**src/mcc_pkg.sv**
```systemverilog
package mcc_pkg;
  localparam int CLK_HZ        = 25_000_000;
  localparam int RST_PULSE_MS  = 20;
  localparam int RST_PULSE_CYC = CLK_HZ / 1000 * RST_PULSE_MS;
  localparam int HW_CONSEC     = 3;
  localparam int STRAP_WAIT    = 3;

  localparam logic [7:0] A_TRIP_INT = 8'h13;
  localparam logic [7:0] A_TRIP_EXT = 8'h14;
  localparam logic [7:0] A_TEST     = 8'h15;
  localparam logic [7:0] A_CHMODE   = 8'h16;
  localparam logic [7:0] A_FIX_INT  = 8'h17;
  localparam logic [7:0] A_FIX_EXT  = 8'h18;
  localparam logic [7:0] A_AOUT     = 8'h19;
  localparam logic [7:0] A_CFG1     = 8'h40;
  localparam logic [7:0] A_STAT1    = 8'h41;
  localparam logic [7:0] A_STAT2    = 8'h42;
  localparam logic [7:0] A_MASK1    = 8'h43;
  localparam logic [7:0] A_MASK2    = 8'h44;
  localparam logic [7:0] A_INTR     = 8'h46;
  localparam logic [7:0] A_FANDIV   = 8'h47;
  localparam logic [7:0] A_CFG2     = 8'h4A;
  localparam logic [7:0] A_MIR1     = 8'h4C;
  localparam logic [7:0] A_MIR2     = 8'h4D;

  localparam int MASK2_RST_EN_BIT = 7;
  localparam int TEST_SHDN_BIT    = 0;
  localparam int STAT2_THERMAL_ALERT_PIN_BIT  = 5;

  localparam logic [7:0]  CFG1_RST    = 8'h08;
  localparam logic [7:0]  CFG2_RST    = 8'h00;
  localparam logic [7:0]  STAT_RST    = 8'h00;
  localparam logic [7:0]  FIX_INT_VAL = 8'h46;
  localparam logic [7:0]  FIX_EXT_VAL = 8'h55;
  localparam logic [7:0]  AOUT_FULL   = 8'hFF;
  localparam logic [7:0]  AOUT_OFF    = 8'h00;
  localparam logic [15:0] TEMP_BITS   = 16'h0030;

  // Plain read/write registers that carry a power-on default.
  localparam int L_MASK1 = 0;
  localparam int L_MASK2 = 1;
  localparam int L_TEST  = 2;
  localparam int L_AOUT  = 3;
  localparam int L_TRIPI = 4;
  localparam int L_TRIPE = 5;
  localparam int L_CHMOD = 6;
  localparam int L_FDIV  = 7;
  localparam int L_INTR  = 8;
  localparam int LOC_N   = 9;
  localparam logic [7:0] LOC_ADDR [LOC_N] = '{A_MASK1, A_MASK2, A_TEST, A_AOUT,
    A_TRIP_INT, A_TRIP_EXT, A_CHMODE, A_FANDIV, A_INTR};
  localparam logic [7:0] LOC_RST [LOC_N] = '{8'h00, 8'h00, 8'h00, 8'hFF,
    8'h46, 8'h55, 8'h00, 8'h00, 8'h00};

  typedef struct packed {
    logic init;
    logic thermal_alert_pin_clr;
    logic spare5;
    logic rst_pulse;
    logic int_clr;
    logic thermal_alert_pin_en;
    logic int_en;
    logic start;
  } mcc_cfg1_s;

  typedef struct packed {
    logic [3:0] spare;
    logic       acpi;
    logic [1:0] lock;
    logic       temp_mask;
  } mcc_cfg2_s;

  typedef struct packed {
    logic       ptr_wr;
    logic       wr;
    logic       rd;
    logic [7:0] data;
  } mcc_ser_req_s;

  typedef enum logic [1:0] {RP_IDLE, RP_DRIVE, RP_GUARD} mcc_rp_e;
endpackage : mcc_pkg

```
**src/mcc_ctrl.sv**
```systemverilog
`timescale 1ns/100ps
module mcc_ctrl #(
  parameter int NAND_W    = 8,
  parameter int PULSE_CYC = mcc_pkg::RST_PULSE_CYC
) (
  input  wire logic                 core_clk_i,
  input  wire logic                 resetn_i,
  input  wire mcc_pkg::mcc_ser_req_s ser_i,
  output logic [7:0]                ser_rdata_o,
  output logic                      ser_rvalid_o,
  input  wire logic [15:0]          stat_set_i,
  input  wire logic                 meas_tick_i,
  input  wire logic                 hw_over_i,
  input  wire logic                 hw_cool_i,
  input  wire logic                 temp_high_i,
  input  wire logic                 temp_low_i,
  input  wire logic                 res_wr_i,
  input  wire logic [7:0]           res_addr_i,
  input  wire logic [7:0]           res_data_i,
  input  wire logic [NAND_W-1:0]    nand_in_i,
  input  wire logic                 test_sel_pin_i,
  input  wire logic                 rst_pin_i,
  output logic                      rst_pin_o,
  output logic                      rst_pin_oe_o,
  input  wire logic                 thermal_alert_pin_i,
  output logic                      thermal_alert_pin_o,
  output logic                      thermal_alert_pin_oe_o,
  input  wire logic                 test_out_addr_select_pin_i,
  output logic                      test_out_addr_select_pin_o,
  output logic                      test_out_addr_select_pin_oe_o,
  output logic                      addr_sel_o,
  output logic                      nand_mode_o,
  output logic                      int_n_o,
  output logic                      monitor_run_o,
  output logic                      low_power_o,
  output logic                      shutdown_o,
  output logic [7:0]                aout_o,
  output logic [7:0]                trip_int_o,
  output logic [7:0]                trip_ext_o
);
  localparam int SW = NAND_W + 4;
  localparam int CW = $clog2(PULSE_CYC + 1);

  function automatic logic addr_is_local(input logic [7:0] a);
    logic hit;
    hit = (a == mcc_pkg::A_CFG1) || (a == mcc_pkg::A_CFG2) || (a == mcc_pkg::A_STAT1)
       || (a == mcc_pkg::A_STAT2) || (a == mcc_pkg::A_MIR1) || (a == mcc_pkg::A_MIR2)
       || (a == mcc_pkg::A_FIX_INT) || (a == mcc_pkg::A_FIX_EXT);
    for (int i = 0; i < mcc_pkg::LOC_N; i++)
    begin
      hit = hit || (a == mcc_pkg::LOC_ADDR[i]);
    end
    return hit;
  endfunction : addr_is_local

  // Pins are asynchronous to the core clock.
  logic [SW-1:0] sync1_r;
  logic [SW-1:0] sync2_r;
  always_ff @(posedge core_clk_i or negedge resetn_i)
  begin
    if (!resetn_i)
    begin
      sync1_r <= {SW{1'b1}};
      sync2_r <= {SW{1'b1}};
    end
    else
    begin
      sync1_r <= {test_sel_pin_i, rst_pin_i, thermal_alert_pin_i,
                  test_out_addr_select_pin_i, nand_in_i};
      sync2_r <= sync1_r;
    end
  end
  logic test_sel_s;
  logic rst_pin_s;
  logic thermal_alert_pin_pin_s;
  logic addr_pin_s;
  logic nand_red;
  assign test_sel_s  = sync2_r[SW-1];
  assign rst_pin_s   = sync2_r[SW-2];
  assign thermal_alert_pin_pin_s = sync2_r[SW-3];
  assign addr_pin_s  = sync2_r[SW-4];
  assign nand_red    = ~&sync2_r[NAND_W-1:0];

  logic [7:0]           ptr_r, ptr_nxt;
  mcc_pkg::mcc_cfg1_s   cfg1_r, cfg1_nxt;
  mcc_pkg::mcc_cfg2_s   cfg2_r, cfg2_nxt;
  logic [1:0]           lock_r, lock_nxt;
  logic [15:0]          stat_r, stat_nxt, mir_r, mir_nxt;
  logic [7:0]           loc_r [mcc_pkg::LOC_N];
  logic [7:0]           loc_nxt [mcc_pkg::LOC_N];
  mcc_pkg::mcc_rp_e     rp_r, rp_nxt;
  logic [CW-1:0]        rp_cnt_r, rp_cnt_nxt;
  logic [1:0]           strap_cnt_r, strap_cnt_nxt;
  logic                 strap_done_r, strap_done_nxt, nand_mode_nxt;
  logic [1:0]           ocnt_r, ocnt_nxt, ccnt_r, ccnt_nxt;
  logic                 hw_thermal_alert_pin_r, hw_thermal_alert_pin_nxt, sw_thermal_alert_pin_r, sw_thermal_alert_pin_nxt;
  logic [2:0]           toe_hist_r;
  logic                 rd_d_r, loc_hit_r;
  logic [7:0]           loc_q_r, loc_q_nxt, mem_q;
  logic                 pin_rst, wr_now, rd_now, rp_done, int_any, thermal_alert_pin_act;
  logic [15:0]          stat_set, stat_rdclr, int_src;

  assign wr_now  = ser_i.wr;
  assign rd_now  = ser_i.rd;
  // Our own pulse and its settling time are not taken as an external reset.
  assign pin_rst = !rst_pin_s && rp_r == mcc_pkg::RP_IDLE && strap_done_r;
  assign rp_done = rp_r == mcc_pkg::RP_DRIVE && rp_cnt_r == CW'(PULSE_CYC - 1);
  assign stat_set = stat_set_i | (16'(!thermal_alert_pin_pin_s && toe_hist_r == 3'h0)
                    << (8 + mcc_pkg::STAT2_THERMAL_ALERT_PIN_BIT));
  assign stat_rdclr = {{8{rd_now && ptr_r == mcc_pkg::A_STAT2}},
                       {8{rd_now && ptr_r == mcc_pkg::A_STAT1}}};
  assign int_src = stat_r & ~{loc_r[mcc_pkg::L_MASK2], loc_r[mcc_pkg::L_MASK1]}
                   & ~(cfg2_r.temp_mask ? mcc_pkg::TEMP_BITS : 16'h0000);
  assign int_any = |int_src;
  assign thermal_alert_pin_act = cfg2_r.acpi ? hw_thermal_alert_pin_r : (hw_thermal_alert_pin_r || sw_thermal_alert_pin_r);

  always_comb
  begin
    ptr_nxt  = ptr_r;
    cfg1_nxt = cfg1_r;
    cfg2_nxt = cfg2_r;
    lock_nxt = lock_r;
    stat_nxt = stat_r;
    mir_nxt  = mir_r;
    loc_nxt  = loc_r;
    if (ser_i.ptr_wr)
    begin
      ptr_nxt = ser_i.data;
    end
    if (pin_rst)
    begin
      cfg1_nxt = mcc_pkg::CFG1_RST;
      cfg2_nxt = mcc_pkg::CFG2_RST;
      stat_nxt = {2{mcc_pkg::STAT_RST}};
      mir_nxt  = {2{mcc_pkg::STAT_RST}};
      loc_nxt  = mcc_pkg::LOC_RST;
    end
    // soft init keeps test and analog output
    else if (cfg1_r.init)
    begin
      cfg1_nxt = mcc_pkg::CFG1_RST;
      cfg2_nxt = mcc_pkg::CFG2_RST;
      stat_nxt = {2{mcc_pkg::STAT_RST}};
      mir_nxt  = {2{mcc_pkg::STAT_RST}};
      for (int i = 0; i < mcc_pkg::LOC_N; i++)
      begin
        if (i != mcc_pkg::L_TEST && i != mcc_pkg::L_AOUT)
        begin
          loc_nxt[i] = mcc_pkg::LOC_RST[i];
        end
      end
    end
    else
    begin
      // status set wins over read clear
      stat_nxt = (stat_r & ~stat_rdclr) | stat_set;
      mir_nxt  = mir_r | stat_set;
      if (wr_now && ptr_r == mcc_pkg::A_CFG1)
      begin
        cfg1_nxt = ser_i.data;
        cfg1_nxt.rst_pulse = cfg1_r.rst_pulse || (ser_i.data[4] && rp_r == mcc_pkg::RP_IDLE
                             && loc_r[mcc_pkg::L_MASK2][mcc_pkg::MASK2_RST_EN_BIT]);
      end
      if (wr_now && ptr_r == mcc_pkg::A_CFG2)
      begin
        cfg2_nxt = ser_i.data;
      end
      for (int i = 0; i < mcc_pkg::LOC_N; i++)
      begin
        if (wr_now && ptr_r == mcc_pkg::LOC_ADDR[i]
            && !(i == mcc_pkg::L_TRIPI && lock_r[0])
            && !(i == mcc_pkg::L_TRIPE && lock_r[1]))
        begin
          loc_nxt[i] = ser_i.data;
        end
      end
      if (rp_done)
      begin
        cfg1_nxt.rst_pulse = 1'b0;
      end
    end
    // lock is only undone by power-on reset
    if (wr_now && ptr_r == mcc_pkg::A_CFG2 && !pin_rst && !cfg1_r.init)
    begin
      lock_nxt = lock_r | ser_i.data[2:1];
    end
  end

  always_comb
  begin
    rp_nxt     = rp_r;
    rp_cnt_nxt = rp_cnt_r + CW'(1);
    case (rp_r)
      mcc_pkg::RP_IDLE:
      begin
        rp_cnt_nxt = '0;
        if (cfg1_r.rst_pulse)
        begin
          rp_nxt = mcc_pkg::RP_DRIVE;
        end
      end
      mcc_pkg::RP_DRIVE:
      begin
        if (rp_done)
        begin
          rp_nxt     = mcc_pkg::RP_GUARD;
          rp_cnt_nxt = '0;
        end
      end
      default:
      begin
        if (rp_cnt_r == CW'(3))
        begin
          rp_nxt = mcc_pkg::RP_IDLE;
        end
      end
    endcase
  end

  // strap sampled once after synchronisers fill
  always_comb
  begin
    strap_cnt_nxt  = strap_cnt_r;
    strap_done_nxt = strap_done_r;
    nand_mode_nxt  = nand_mode_o;
    if (!strap_done_r)
    begin
      strap_cnt_nxt = strap_cnt_r + 2'h1;
      if (strap_cnt_r == 2'(mcc_pkg::STRAP_WAIT))
      begin
        strap_done_nxt = 1'b1;
        nand_mode_nxt  = test_sel_s;
      end
    end
  end

  always_comb
  begin
    ocnt_nxt     = ocnt_r;
    ccnt_nxt     = ccnt_r;
    hw_thermal_alert_pin_nxt = hw_thermal_alert_pin_r;
    if (meas_tick_i)
    begin
      ocnt_nxt = hw_over_i ? ((ocnt_r == 2'h3) ? ocnt_r : ocnt_r + 2'h1) : 2'h0;
      ccnt_nxt = hw_cool_i ? ((ccnt_r == 2'h3) ? ccnt_r : ccnt_r + 2'h1) : 2'h0;
      if (hw_over_i && ocnt_r == 2'(mcc_pkg::HW_CONSEC - 1))
      begin
        hw_thermal_alert_pin_nxt = 1'b1;
      end
      else if (hw_cool_i && ccnt_r == 2'(mcc_pkg::HW_CONSEC - 1))
      begin
        hw_thermal_alert_pin_nxt = 1'b0;
      end
    end
    // thermostat alert cleared by clear bit, status read or low limit
    sw_thermal_alert_pin_nxt = (sw_thermal_alert_pin_r || temp_high_i) && !cfg1_r.thermal_alert_pin_clr && !temp_low_i
                   && !(rd_now && ptr_r == mcc_pkg::A_STAT2);
    loc_q_nxt = mem_q;
    for (int i = 0; i < mcc_pkg::LOC_N; i++)
    begin
      if (ptr_r == mcc_pkg::LOC_ADDR[i])
      begin
        loc_q_nxt = loc_r[i];
      end
    end
    if (ptr_r == mcc_pkg::A_CFG1)
    begin
      loc_q_nxt = cfg1_r;
    end
    else if (ptr_r == mcc_pkg::A_CFG2)
    begin
      loc_q_nxt = {cfg2_r[7:3], lock_r, cfg2_r[0]};
    end
    else if (ptr_r == mcc_pkg::A_STAT1)
    begin
      loc_q_nxt = stat_r[7:0];
    end
    else if (ptr_r == mcc_pkg::A_STAT2)
    begin
      loc_q_nxt = stat_r[15:8];
    end
    else if (ptr_r == mcc_pkg::A_MIR1)
    begin
      loc_q_nxt = mir_r[7:0];
    end
    else if (ptr_r == mcc_pkg::A_MIR2)
    begin
      loc_q_nxt = mir_r[15:8];
    end
    else if (ptr_r == mcc_pkg::A_FIX_INT)
    begin
      loc_q_nxt = mcc_pkg::FIX_INT_VAL;
    end
    else if (ptr_r == mcc_pkg::A_FIX_EXT)
    begin
      loc_q_nxt = mcc_pkg::FIX_EXT_VAL;
    end
  end

  // power-on defaults; stopped with alarm clear set
  always_ff @(posedge core_clk_i or negedge resetn_i)
  begin
    if (!resetn_i)
    begin
      ptr_r <= 8'h00;
      cfg1_r <= mcc_pkg::CFG1_RST;
      cfg2_r <= mcc_pkg::CFG2_RST;
      lock_r <= 2'h0;
      stat_r <= {2{mcc_pkg::STAT_RST}};
      mir_r <= {2{mcc_pkg::STAT_RST}};
      loc_r <= mcc_pkg::LOC_RST;
      rp_r <= mcc_pkg::RP_IDLE;
      rp_cnt_r <= '0;
      strap_cnt_r <= 2'h0;
      strap_done_r <= 1'b0;
      nand_mode_o <= 1'b0;
      ocnt_r <= 2'h0;
      ccnt_r <= 2'h0;
      hw_thermal_alert_pin_r <= 1'b0;
      sw_thermal_alert_pin_r <= 1'b0;
      toe_hist_r <= 3'h0;
      rd_d_r <= 1'b0;
      loc_hit_r <= 1'b0;
      loc_q_r <= 8'h00;
      ser_rdata_o <= 8'h00;
      ser_rvalid_o <= 1'b0;
      rst_pin_oe_o <= 1'b0;
      thermal_alert_pin_oe_o <= 1'b0;
      test_out_addr_select_pin_o <= 1'b1;
      test_out_addr_select_pin_oe_o <= 1'b0;
      addr_sel_o <= 1'b0;
      int_n_o <= 1'b1;
      monitor_run_o <= 1'b0;
      low_power_o <= 1'b1;
      shutdown_o <= 1'b0;
      aout_o <= mcc_pkg::AOUT_FULL;
      trip_int_o <= mcc_pkg::FIX_INT_VAL;
      trip_ext_o <= mcc_pkg::FIX_EXT_VAL;
    end
    else
    begin
      ptr_r <= ptr_nxt;
      cfg1_r <= cfg1_nxt;
      cfg2_r <= cfg2_nxt;
      lock_r <= lock_nxt;
      stat_r <= stat_nxt;
      mir_r <= mir_nxt;
      loc_r <= loc_nxt;
      rp_r <= rp_nxt;
      rp_cnt_r <= rp_cnt_nxt;
      strap_cnt_r <= strap_cnt_nxt;
      strap_done_r <= strap_done_nxt;
      nand_mode_o <= nand_mode_nxt;
      ocnt_r <= ocnt_nxt;
      ccnt_r <= ccnt_nxt;
      hw_thermal_alert_pin_r <= hw_thermal_alert_pin_nxt;
      sw_thermal_alert_pin_r <= sw_thermal_alert_pin_nxt;
      toe_hist_r <= {toe_hist_r[1:0], thermal_alert_pin_oe_o};
      rd_d_r <= rd_now;
      loc_hit_r <= addr_is_local(ptr_r);
      loc_q_r <= loc_q_nxt;
      ser_rdata_o <= loc_hit_r ? loc_q_r : mem_q;
      ser_rvalid_o <= rd_d_r;
      rst_pin_oe_o <= rp_r == mcc_pkg::RP_DRIVE;
      thermal_alert_pin_oe_o <= cfg1_r.thermal_alert_pin_en && !cfg1_r.thermal_alert_pin_clr && thermal_alert_pin_act;
      test_out_addr_select_pin_o <= nand_red;
      test_out_addr_select_pin_oe_o <= nand_mode_o;
      addr_sel_o <= addr_pin_s;
      int_n_o <= !(cfg1_r.int_en && !cfg1_r.int_clr && int_any);
      monitor_run_o <= cfg1_r.start && !cfg1_r.int_clr && !nand_mode_o;
      low_power_o <= !cfg1_r.start;
      shutdown_o <= !cfg1_r.start && loc_r[mcc_pkg::L_TEST][mcc_pkg::TEST_SHDN_BIT];
      aout_o <= (!cfg1_r.start && loc_r[mcc_pkg::L_TEST][mcc_pkg::TEST_SHDN_BIT])
                ? mcc_pkg::AOUT_OFF : (thermal_alert_pin_act ? mcc_pkg::AOUT_FULL
                : loc_r[mcc_pkg::L_AOUT]);
      trip_int_o <= loc_r[mcc_pkg::L_TRIPI];
      trip_ext_o <= loc_r[mcc_pkg::L_TRIPE];
    end
  end

  assign rst_pin_o           = 1'b0;
  assign thermal_alert_pin_o = 1'b0;

  // results written by the datapath take priority
  mcc_regmem u_mem (
    .core_clk_i (core_clk_i),
    .we_i       (res_wr_i || (wr_now && !addr_is_local(ptr_r))),
    .waddr_i    (res_wr_i ? res_addr_i : ptr_r),
    .wdata_i    (res_wr_i ? res_data_i : ser_i.data),
    .raddr_i    (ptr_r),
    .rdata_o    (mem_q)
  );

  logic [CW:0] oe_len_r;
  always_ff @(posedge core_clk_i or negedge resetn_i)
  begin
    if (!resetn_i)
    begin
      oe_len_r <= '0;
    end
    else
    begin
      oe_len_r <= rst_pin_oe_o ? oe_len_r + (CW+1)'(1) : '0;
    end
  end
endmodule : mcc_ctrl

```
**src/mcc_regmem.sv**
```systemverilog
`timescale 1ns/100ps
// Storage for value and limit registers; these have no defined reset value.
module mcc_regmem #(
  parameter int AW = 8,
  parameter int DW = 8
) (
  input  wire logic          core_clk_i,
  input  wire logic          we_i,
  input  wire logic [AW-1:0] waddr_i,
  input  wire logic [DW-1:0] wdata_i,
  input  wire logic [AW-1:0] raddr_i,
  output logic      [DW-1:0] rdata_o
);
  logic [DW-1:0] mem [2**AW];

  always_ff @(posedge core_clk_i)
  begin
    if (we_i)
    begin
      mem[waddr_i] <= wdata_i;
    end
    rdata_o <= mem[raddr_i];
  end
endmodule : mcc_regmem
```
**config.mk**
```make
export PLATFORM = sky130hd
export DESIGN_NAME = mcc_ctrl
export DESIGN_NICKNAME = d
export VERILOG_FILES = /design/src/mcc_pkg.sv /design/src/mcc_ctrl.sv /design/src/mcc_regmem.sv
export SDC_FILE = /design/constraint.sdc
export NUM_CORES = 2
export LEC_CHECK = 0
export BUFFER_PORTS_ARGS = -buffer_cell sky130_fd_sc_hd__clkbuf_2
export CELL_PAD_IN_SITES_DETAIL_PLACEMENT = 1
export CELL_PAD_IN_SITES_GLOBAL_PLACEMENT = 2
export CORE_UTILIZATION = 40
export DETAILED_ROUTE_END_ITERATION = 8
export PLACE_DENSITY_LB_ADDON = 0.3
export SLEW_MARGIN = 40
export SYNTH_ARGS = -nofsm -noshare
export SYNTH_HDL_FRONTEND = slang
export SYNTH_SLANG_ARGS = --single-unit
```
**constraint.sdc**
```tcl
create_clock -name core_clk_i -period 8.95 [get_ports core_clk_i]
set_input_delay 0.895 -clock core_clk_i [delete_from_list [all_inputs] [get_ports core_clk_i]]
set_output_delay 0.895 -clock core_clk_i [all_outputs]
set_load 0.02 [all_outputs]
```
# --- After elaboration in Yosys (flattened, before gate mapping) ---
# Memories as Yosys holds them, arrays and structs flattened. A register that Yosys moved wholly into a read port is not among the register bits.
# Index checks and enable logic that the tools add are counted.
# W data, S select, Z words.
word_totals:
  register_bits: 238
  latchBits: 0
  mem_bits_ro: 0
  ramBits: 2048
  wordCells: 259
  out_inout_bits: 45
  in_bits: 63
  mem_count: 1
classes:
  mul: 0
  n_mux: 64
  addsub: 4
  bitwise_logic: 11
  n_lt_le_gt_ge: 0
  div_mod_pow: 0
  reduce_logical: 96
  n_eq_ne: 30
  n_shift: 0
mem_list:
  columns: ["memory", "depth", "width", "read_ports", "rd_ports_with_merged_regs", "wr", "line_no", "rtl"]
  rows:
  - ["u_mem.mem", 256, 8, 1, 1, 1, "mcc_regmem.sv:14", "logic [DW-1:0] mem [2**AW];"]
ops:
  columns: ["operator", "n"]
  rows:
  - ["$mux W8", 37]
  - ["$mux W16", 6]
  - ["$eq A8 B7 Y1 const B", 10]
  - ["$mux W72", 1]
  - ["$eq A8 B5 Y1 const B", 7]
  - ["$and A16 B16 Y16", 3]
  - ["$mux W40", 1]
  - ["$pmux W19 S2", 1]
  - ["$logic_and A1 B1 Y1", 36]
  - ["$not A16 Y16", 2]
  - ["$or A16 B16 Y16", 2]
  - ["$reduce_bool A3 Y1", 10]
  - ["$logic_or A1 B1 Y1", 20]
  - ["$add A19 B1 Y19 const B", 1]
  - ["$eq A19 B19 Y1 const B", 1]
  - ["$eq A19 B2 Y1 const B", 1]
  - ["$mux W19", 1]
  - ["$not A6 Y16", 1]
  - ["$or A16 B14 Y16", 1]
  - ["$reduce_or A16 Y1", 1]
  - ["$logic_not A1 Y1", 15]
  - ["$mux W2", 7]
  - ["$reduce_and A2 Y1", 6]
  - ["$eq A2 B2 Y1 const B", 5]
  - ["other kinds (15)", 29]

# --- Logic depth before layout (Yosys ltp) ---
logic_depth:
  word_depth: 22
  ltp_mapped: 12
  mapped_depth_nobuf: 7

# --- Modules after synthesis ---
# A second synthesis with hierarchy kept.
unflattened:
  hier_cells: 4859
  hier_area_um2: 90690.7
modules_own_cells:
  columns: ["module", "area_per_inst_um2", "n_inst", "seq_area_each_um2", "cells_each"]
  rows:
  - ["mcc_regmem", 79556.3, 1, 61659.1, 3733]
  - ["mcc_ctrl", 11134.4, 1, 6028.3, 1126]

# --- Worst setup path before layout ---
# Ideal clock, no wire load.
synth_timing:
  path_kind: "input-to-reg"
  from: "input res_wr_i"
  to: "memory u_mem.mem[0][0] (data pin)"
  setup_slack_ns: 4.952
  setup_ns: 0.556
  arrival_ns: 3.442
  path_buffers: 2
  path_stages: 3
  required_time_ns: 8.394
  cell_sequence: "buf_1 buf_1 mux2_2"
synth_between:
  elab_chain_cells: 1
synth_lines:
  columns: ["item", "line_no", "rtl"]
  rows:
  - ["start: declaration", "mcc_ctrl.sv:17", "input wire logic res_wr_i,"]
  - ["$mux W8", "mcc_ctrl.sv:389", ".wdata_i (res_wr_i ? res_data_i : ser_i.data),"]
  - ["via u_mem.wdata_i[0]", "mcc_regmem.sv:10", "input wire logic [DW-1:0] wdata_i,"]
  - ["end: declaration", "mcc_regmem.sv:14", null]
# The timed path passes the listed nets, and every way through them passes these cells.

# --- Final worst setup path ---
layout_timing:
  from: "register ptr_r[3]"
  to: "memory u_mem.mem[25][1], enable pin"
layout_between:
  elab_chain_cells: 22
  word_cells_on_any_way: 39
  classes_between: "17 x eq/ne; 3 x mux; 19 x reduce/logical"
layout_lines:
  columns: ["item", "line_no", "rtl"]
  rows:
  - ["start: declaration", "mcc_ctrl.sv:84", "logic [7:0] ptr_r, ptr_nxt;"]
  - ["start signal: assignment", "mcc_ctrl.sv:342", "ptr_r <= ptr_nxt;"]
  - ["$eq A8 B7 Y1", "mcc_ctrl.sv:46", "hit = (a == mcc_pkg::A_CFG1) || (a == mcc_pkg::A_CFG2) || (a == mcc_pkg::A_STAT1)"]
  - ["$logic_or A1 B1 Y1 (2 in a row)", "mcc_ctrl.sv:46", null]
  - ["$logic_or A1 B1 Y1 (3 in a row)", "mcc_ctrl.sv:47", "|| (a == mcc_pkg::A_STAT2) || (a == mcc_pkg::A_MIR1) || (a == mcc_pkg::A_MIR2)"]
  - ["$logic_or A1 B1 Y1 (2 in a row)", "mcc_ctrl.sv:48", "|| (a == mcc_pkg::A_FIX_INT) || (a == mcc_pkg::A_FIX_EXT);"]
  - ["$logic_or A1 B1 Y1 (9 in a row)", "mcc_ctrl.sv:51", "hit = hit || (a == mcc_pkg::LOC_ADDR[i]);"]
  - ["$logic_not A1 Y1", "mcc_ctrl.sv:387", ".we_i (res_wr_i || (wr_now && !addr_is_local(ptr_r))),"]
  - ["$logic_and A1 B1 Y1", "mcc_ctrl.sv:387", null]
  - ["$logic_or A1 B1 Y1", "mcc_ctrl.sv:387", null]
  - ["$mux W1", "mcc_regmem.sv:18", "if (we_i)"]
  - ["$mux W1 (implied by the code)", "mcc_regmem.sv:20", "mem[waddr_i] <= wdata_i;"]
# Several ways; a longest one is shown, not always the timed one.

==> summary.txt <==
Flow run
  • Max Cap Viol: 0

Yosys
  • Count of flip-flops with a built-in enable after synthesis: about 2000
  • Syn Area/Cell: between 15 and 20 sq um
  • Post-Syn Area: a little over 90000 sq um
  • Netlist cell types: between 80 and 90
  • Synth area leader: edfxtp_1
  • Most common cell in the netlist: edfxtp_1
  • Async SR Flop Fraction: 0.1037
  • Top post-synthesis cells by area: edfxtp_1, mux4_2, dfrtp_1
  • Yosys warning count: 0
  • Seq/Total Area, Yosys: 0.7481
  • Synth Instances: 4659
  • Share of Yosys cell area claimed by the top area cell type: 0.6797
  • Synth Flop Type: edfxtp_1
  • Synth Register Bits: about 2300
  • Synth top cells by count: edfxtp_1, mux4_2, nor2_1

Critical path
  • Startpoint Class: flip-flop
  • Crit Path Class: reg -> reg
  • CP Data Arrival Time: 5.85 ns
  • Reg-to-reg slack, setup: 3.60 ns
  • Required time worst endpoint: around 9.5 ns
  • Max Fanout on Critical Path: 35
  • CP Capture Type: flip-flop

Global route
  • Vias in the first global route: roughly 50000
  • GRT overflow: 0
  • First-pass GRT wire length: 375900 um
  • Largest net degree at the start of global routing: 168
  • Total track usage: 0.2304
  • Initial antenna violation count: 9

Routing
  • Via count: 47348
  • TritonRoute pass-1 iters: 8
  • Met2 wire len: 127600 um
  • DR WL met3: ~16000 um
  • Per-cell routed wire length: between 30 and 40 um
  • WL met1: between 100000 and 150000 um
  • Post-DR vias/cell: ~6
  • Iteration-0 DRC Markers: 5151
  • DRC: 88
  • Uppermost layer routed: met4
  • Final wirelength: ~260000 um
  • Final antenna-violating net count: 0

Clock network
  • Post-CTS sizing: 0
  • Root Driver: clkbuf_16
  • CTS tree: done
  • CTS buffer count: around 230
  • Clock sinks: approximately 2300
  • CTS Buffer Depth: 3
  • Clock transition at path regs: 0.06 ns
  • Clk Latency, worst-skew pair: between 0.8 and 0.9 ns
  • # Post-CTS Setup Buffers: 0
  • H-tree levels: 4

STA
  • Fmax: about 190 MHz
  • Final worst path period share: 0.5975
  • Final WS setup: 3.603 ns
  • Final Skew: 0.04897 ns
  • Max-slew violation count: 0
  • RSZ-0062 raised after global routing: false
  • Slew @ Worst Pin: 0.9786 ns
  • Setup_tns: 0 ns
  • Endpoints failing setup: 0
  • Relative slew slack: 0.3289
  • Final hold violations: 0
  • Tmin final: about 5.3 ns

Min path
  • Path type of the worst min-delay path: in -> reg

Die
  • Die H: approximately 480 um
  • Die X-Extent: ~480 um
  • Std-Cell Core Area: 224900 sq um
  • DIE AREA: 228100 sq um
  • Initial core utilization: 0.4023
  • Num rows: 174
  • Io pins: between 100 and 150

Layout
  • Layout cell share with drive strength beyond 1: 0.2813
  • End-of-flow core utilization: 0.4613
  • Area growth syn-to-layout: 14.66%
  • Fin nets: between 4000 and 5000
  • Fin cells: 8120

Run status
  • Status: complete, but fails checks
  • Failing checks: design-rule violations

Place
  • Post-Place Cells: 7672
  • Post-Place Worst Slack: around 3.4 ns
  • Placed wire-length estimate: around 170000 um
  • IO buf count: 105
  • Gpl congestion: 0.8691

Pwr
  • Worst IR Drop VDD: between 150 and 200 uV
  • LEAKAGE: approximately 33 nW
  • Cell Pwr Density: 233.9 nW/um^2
[registers in the layout, summed over array words and instances (netlist names), 3 cells and up]
register / count
trip_int_o: 8
u_mem.rdata_o: 8
rp_cnt_r: 19
sync1_r: 12
aout_o: 8
ptr_r: 8
stat_r: 16
loc_q_r: 8
toe_hist_r: 3
cfg2_r: 6
mir_r: 16
cfg1_r: 8
u_mem.mem: 2048
sync2_r: 12
trip_ext_o: 8
ser_rdata_o: 8
loc_r: 72
[stage by stage]
stage	hold slack [ns]	power, mW	area (sq um)
2_1_floorplan	0.3312	13.49	90480
3_3_place_gp	0.3323	14.42	94980
3_5_place_dp	0.3364	14.48	95550
4_1_cts	0.04215	24.42	103400
5_1_grt	0.06594	24.89	103700
6_report	0.09873	24.26	103700
[routing by layer]
| metal | up-vias | track usage |
|---|---|---|
| li1 | 19527 | - |
| met1 | 25794 | 0.3248 |
| met2 | 1706 | 0.3732 |
| met3 | 321 | 0.03652 |
| met4 | 0 | 0.06106 |
| met5 | - | 0 |
[cells in the final DEF, fill, tap and decap left out, types with 24 or more instances in the layout]
cell type / count
a21oi_1: 125
a22oi_1: 53
buf_4: 158
bufinv_16: 31
clkbuf_1: 43
clkbuf_16: 237
clkbuf_2: 104
clkinv_1: 56
clkinv_2: 40
dfrtp_1: 173
dfstp_2: 58
edfxtp_1: 2048
inv_1: 32
mux2i_1: 102
mux4_2: 563
nand2_1: 228
nand2b_1: 28
nand3_1: 83
nor2_1: 247
nor2_2: 49
nor2b_1: 24
nor3_1: 95
nor3_2: 41
o21ai_0: 48
o22ai_1: 56
[layout make-up]
class / instances / area (sq um)
fill: 20654 / 121200
inverter: 34 / 127.6
clock buffer: 295 / 6299
timing repair buffer: 299 / 2336
multi-input combinational: 2059 / 21940
clock inverter: 142 / 1572
tap: 2992 / 3744
antenna: 5 / 12.51
sequential: 2294 / 67710
[kinds of logic (layout without fill, tap and decap cells)]
kind of cell / after synthesis / after routing / share of synthesized area
XOR/XNOR: 17 / 17 / 0.001646
multiplexers: 688 / 688 / 0.1543
AO/OA/AOI/OAI: 431 / 431 / 0.03157
AND/OR/NAND/NOR: 915 / 915 / 0.04645
other: 1 / 7 / 0.00004145
adder cells (fa/ha/maj): 6 / 6 / 0.0008297
flip-flops: 2294 / 2294 / 0.7481
buffers and inverters: 307 / 770 / 0.01706
[worst max-delay path: stages (launching register included)]
cell	delay, ns
dfrtp_4	0.79
buf_4	0.53
or4bb_1	0.22
a2111oi_2	0.14
nor2_2	0.36
nand4_1	0.34
o41ai_4	0.86
nand3_1	0.58
buf_4	0.42
nor2_1	0.69
[final timing paths]
kind                                            start                    endpoint  cells after the start
min in group asynchronous                    resetn_i      rp_cnt_r[17]$_DFF_PN0_                      2
hold reg to reg                      rd_d_r$_DFF_PN0_      ser_rvalid_o$_DFF_PN0_                      0
hold / removal             test_out_addr_select_pin_i        sync1_r[8]$_DFF_PN1_                      1
setup reg to reg                 ptr_r[3]$_DFFE_PN0P_  u_mem.mem[25][1]$_DFFE_PP_                      9
max in group asynchronous                    resetn_i         rp_r[1]$_DFFE_PN0P_                      3
setup / recovery                 ptr_r[3]$_DFFE_PN0P_  u_mem.mem[25][1]$_DFFE_PP_                      9
[repair_timing]
action,in CTS,in global routing
hold buffers,1,0
hold endpoints to repair,36,0
endpoints found under the setup margin,0,0
[report_power, final]
group / total [mW] / switching [mW] / internal [mW]
registers: 12.0 / 0.154 / 11.9
logic: 2.21 / 1.45 / 0.755
clock network: 10.0 / 4.15 / 5.85
total: 24.3 / 5.76 / 18.5
(Power assumes the default switching activity.)
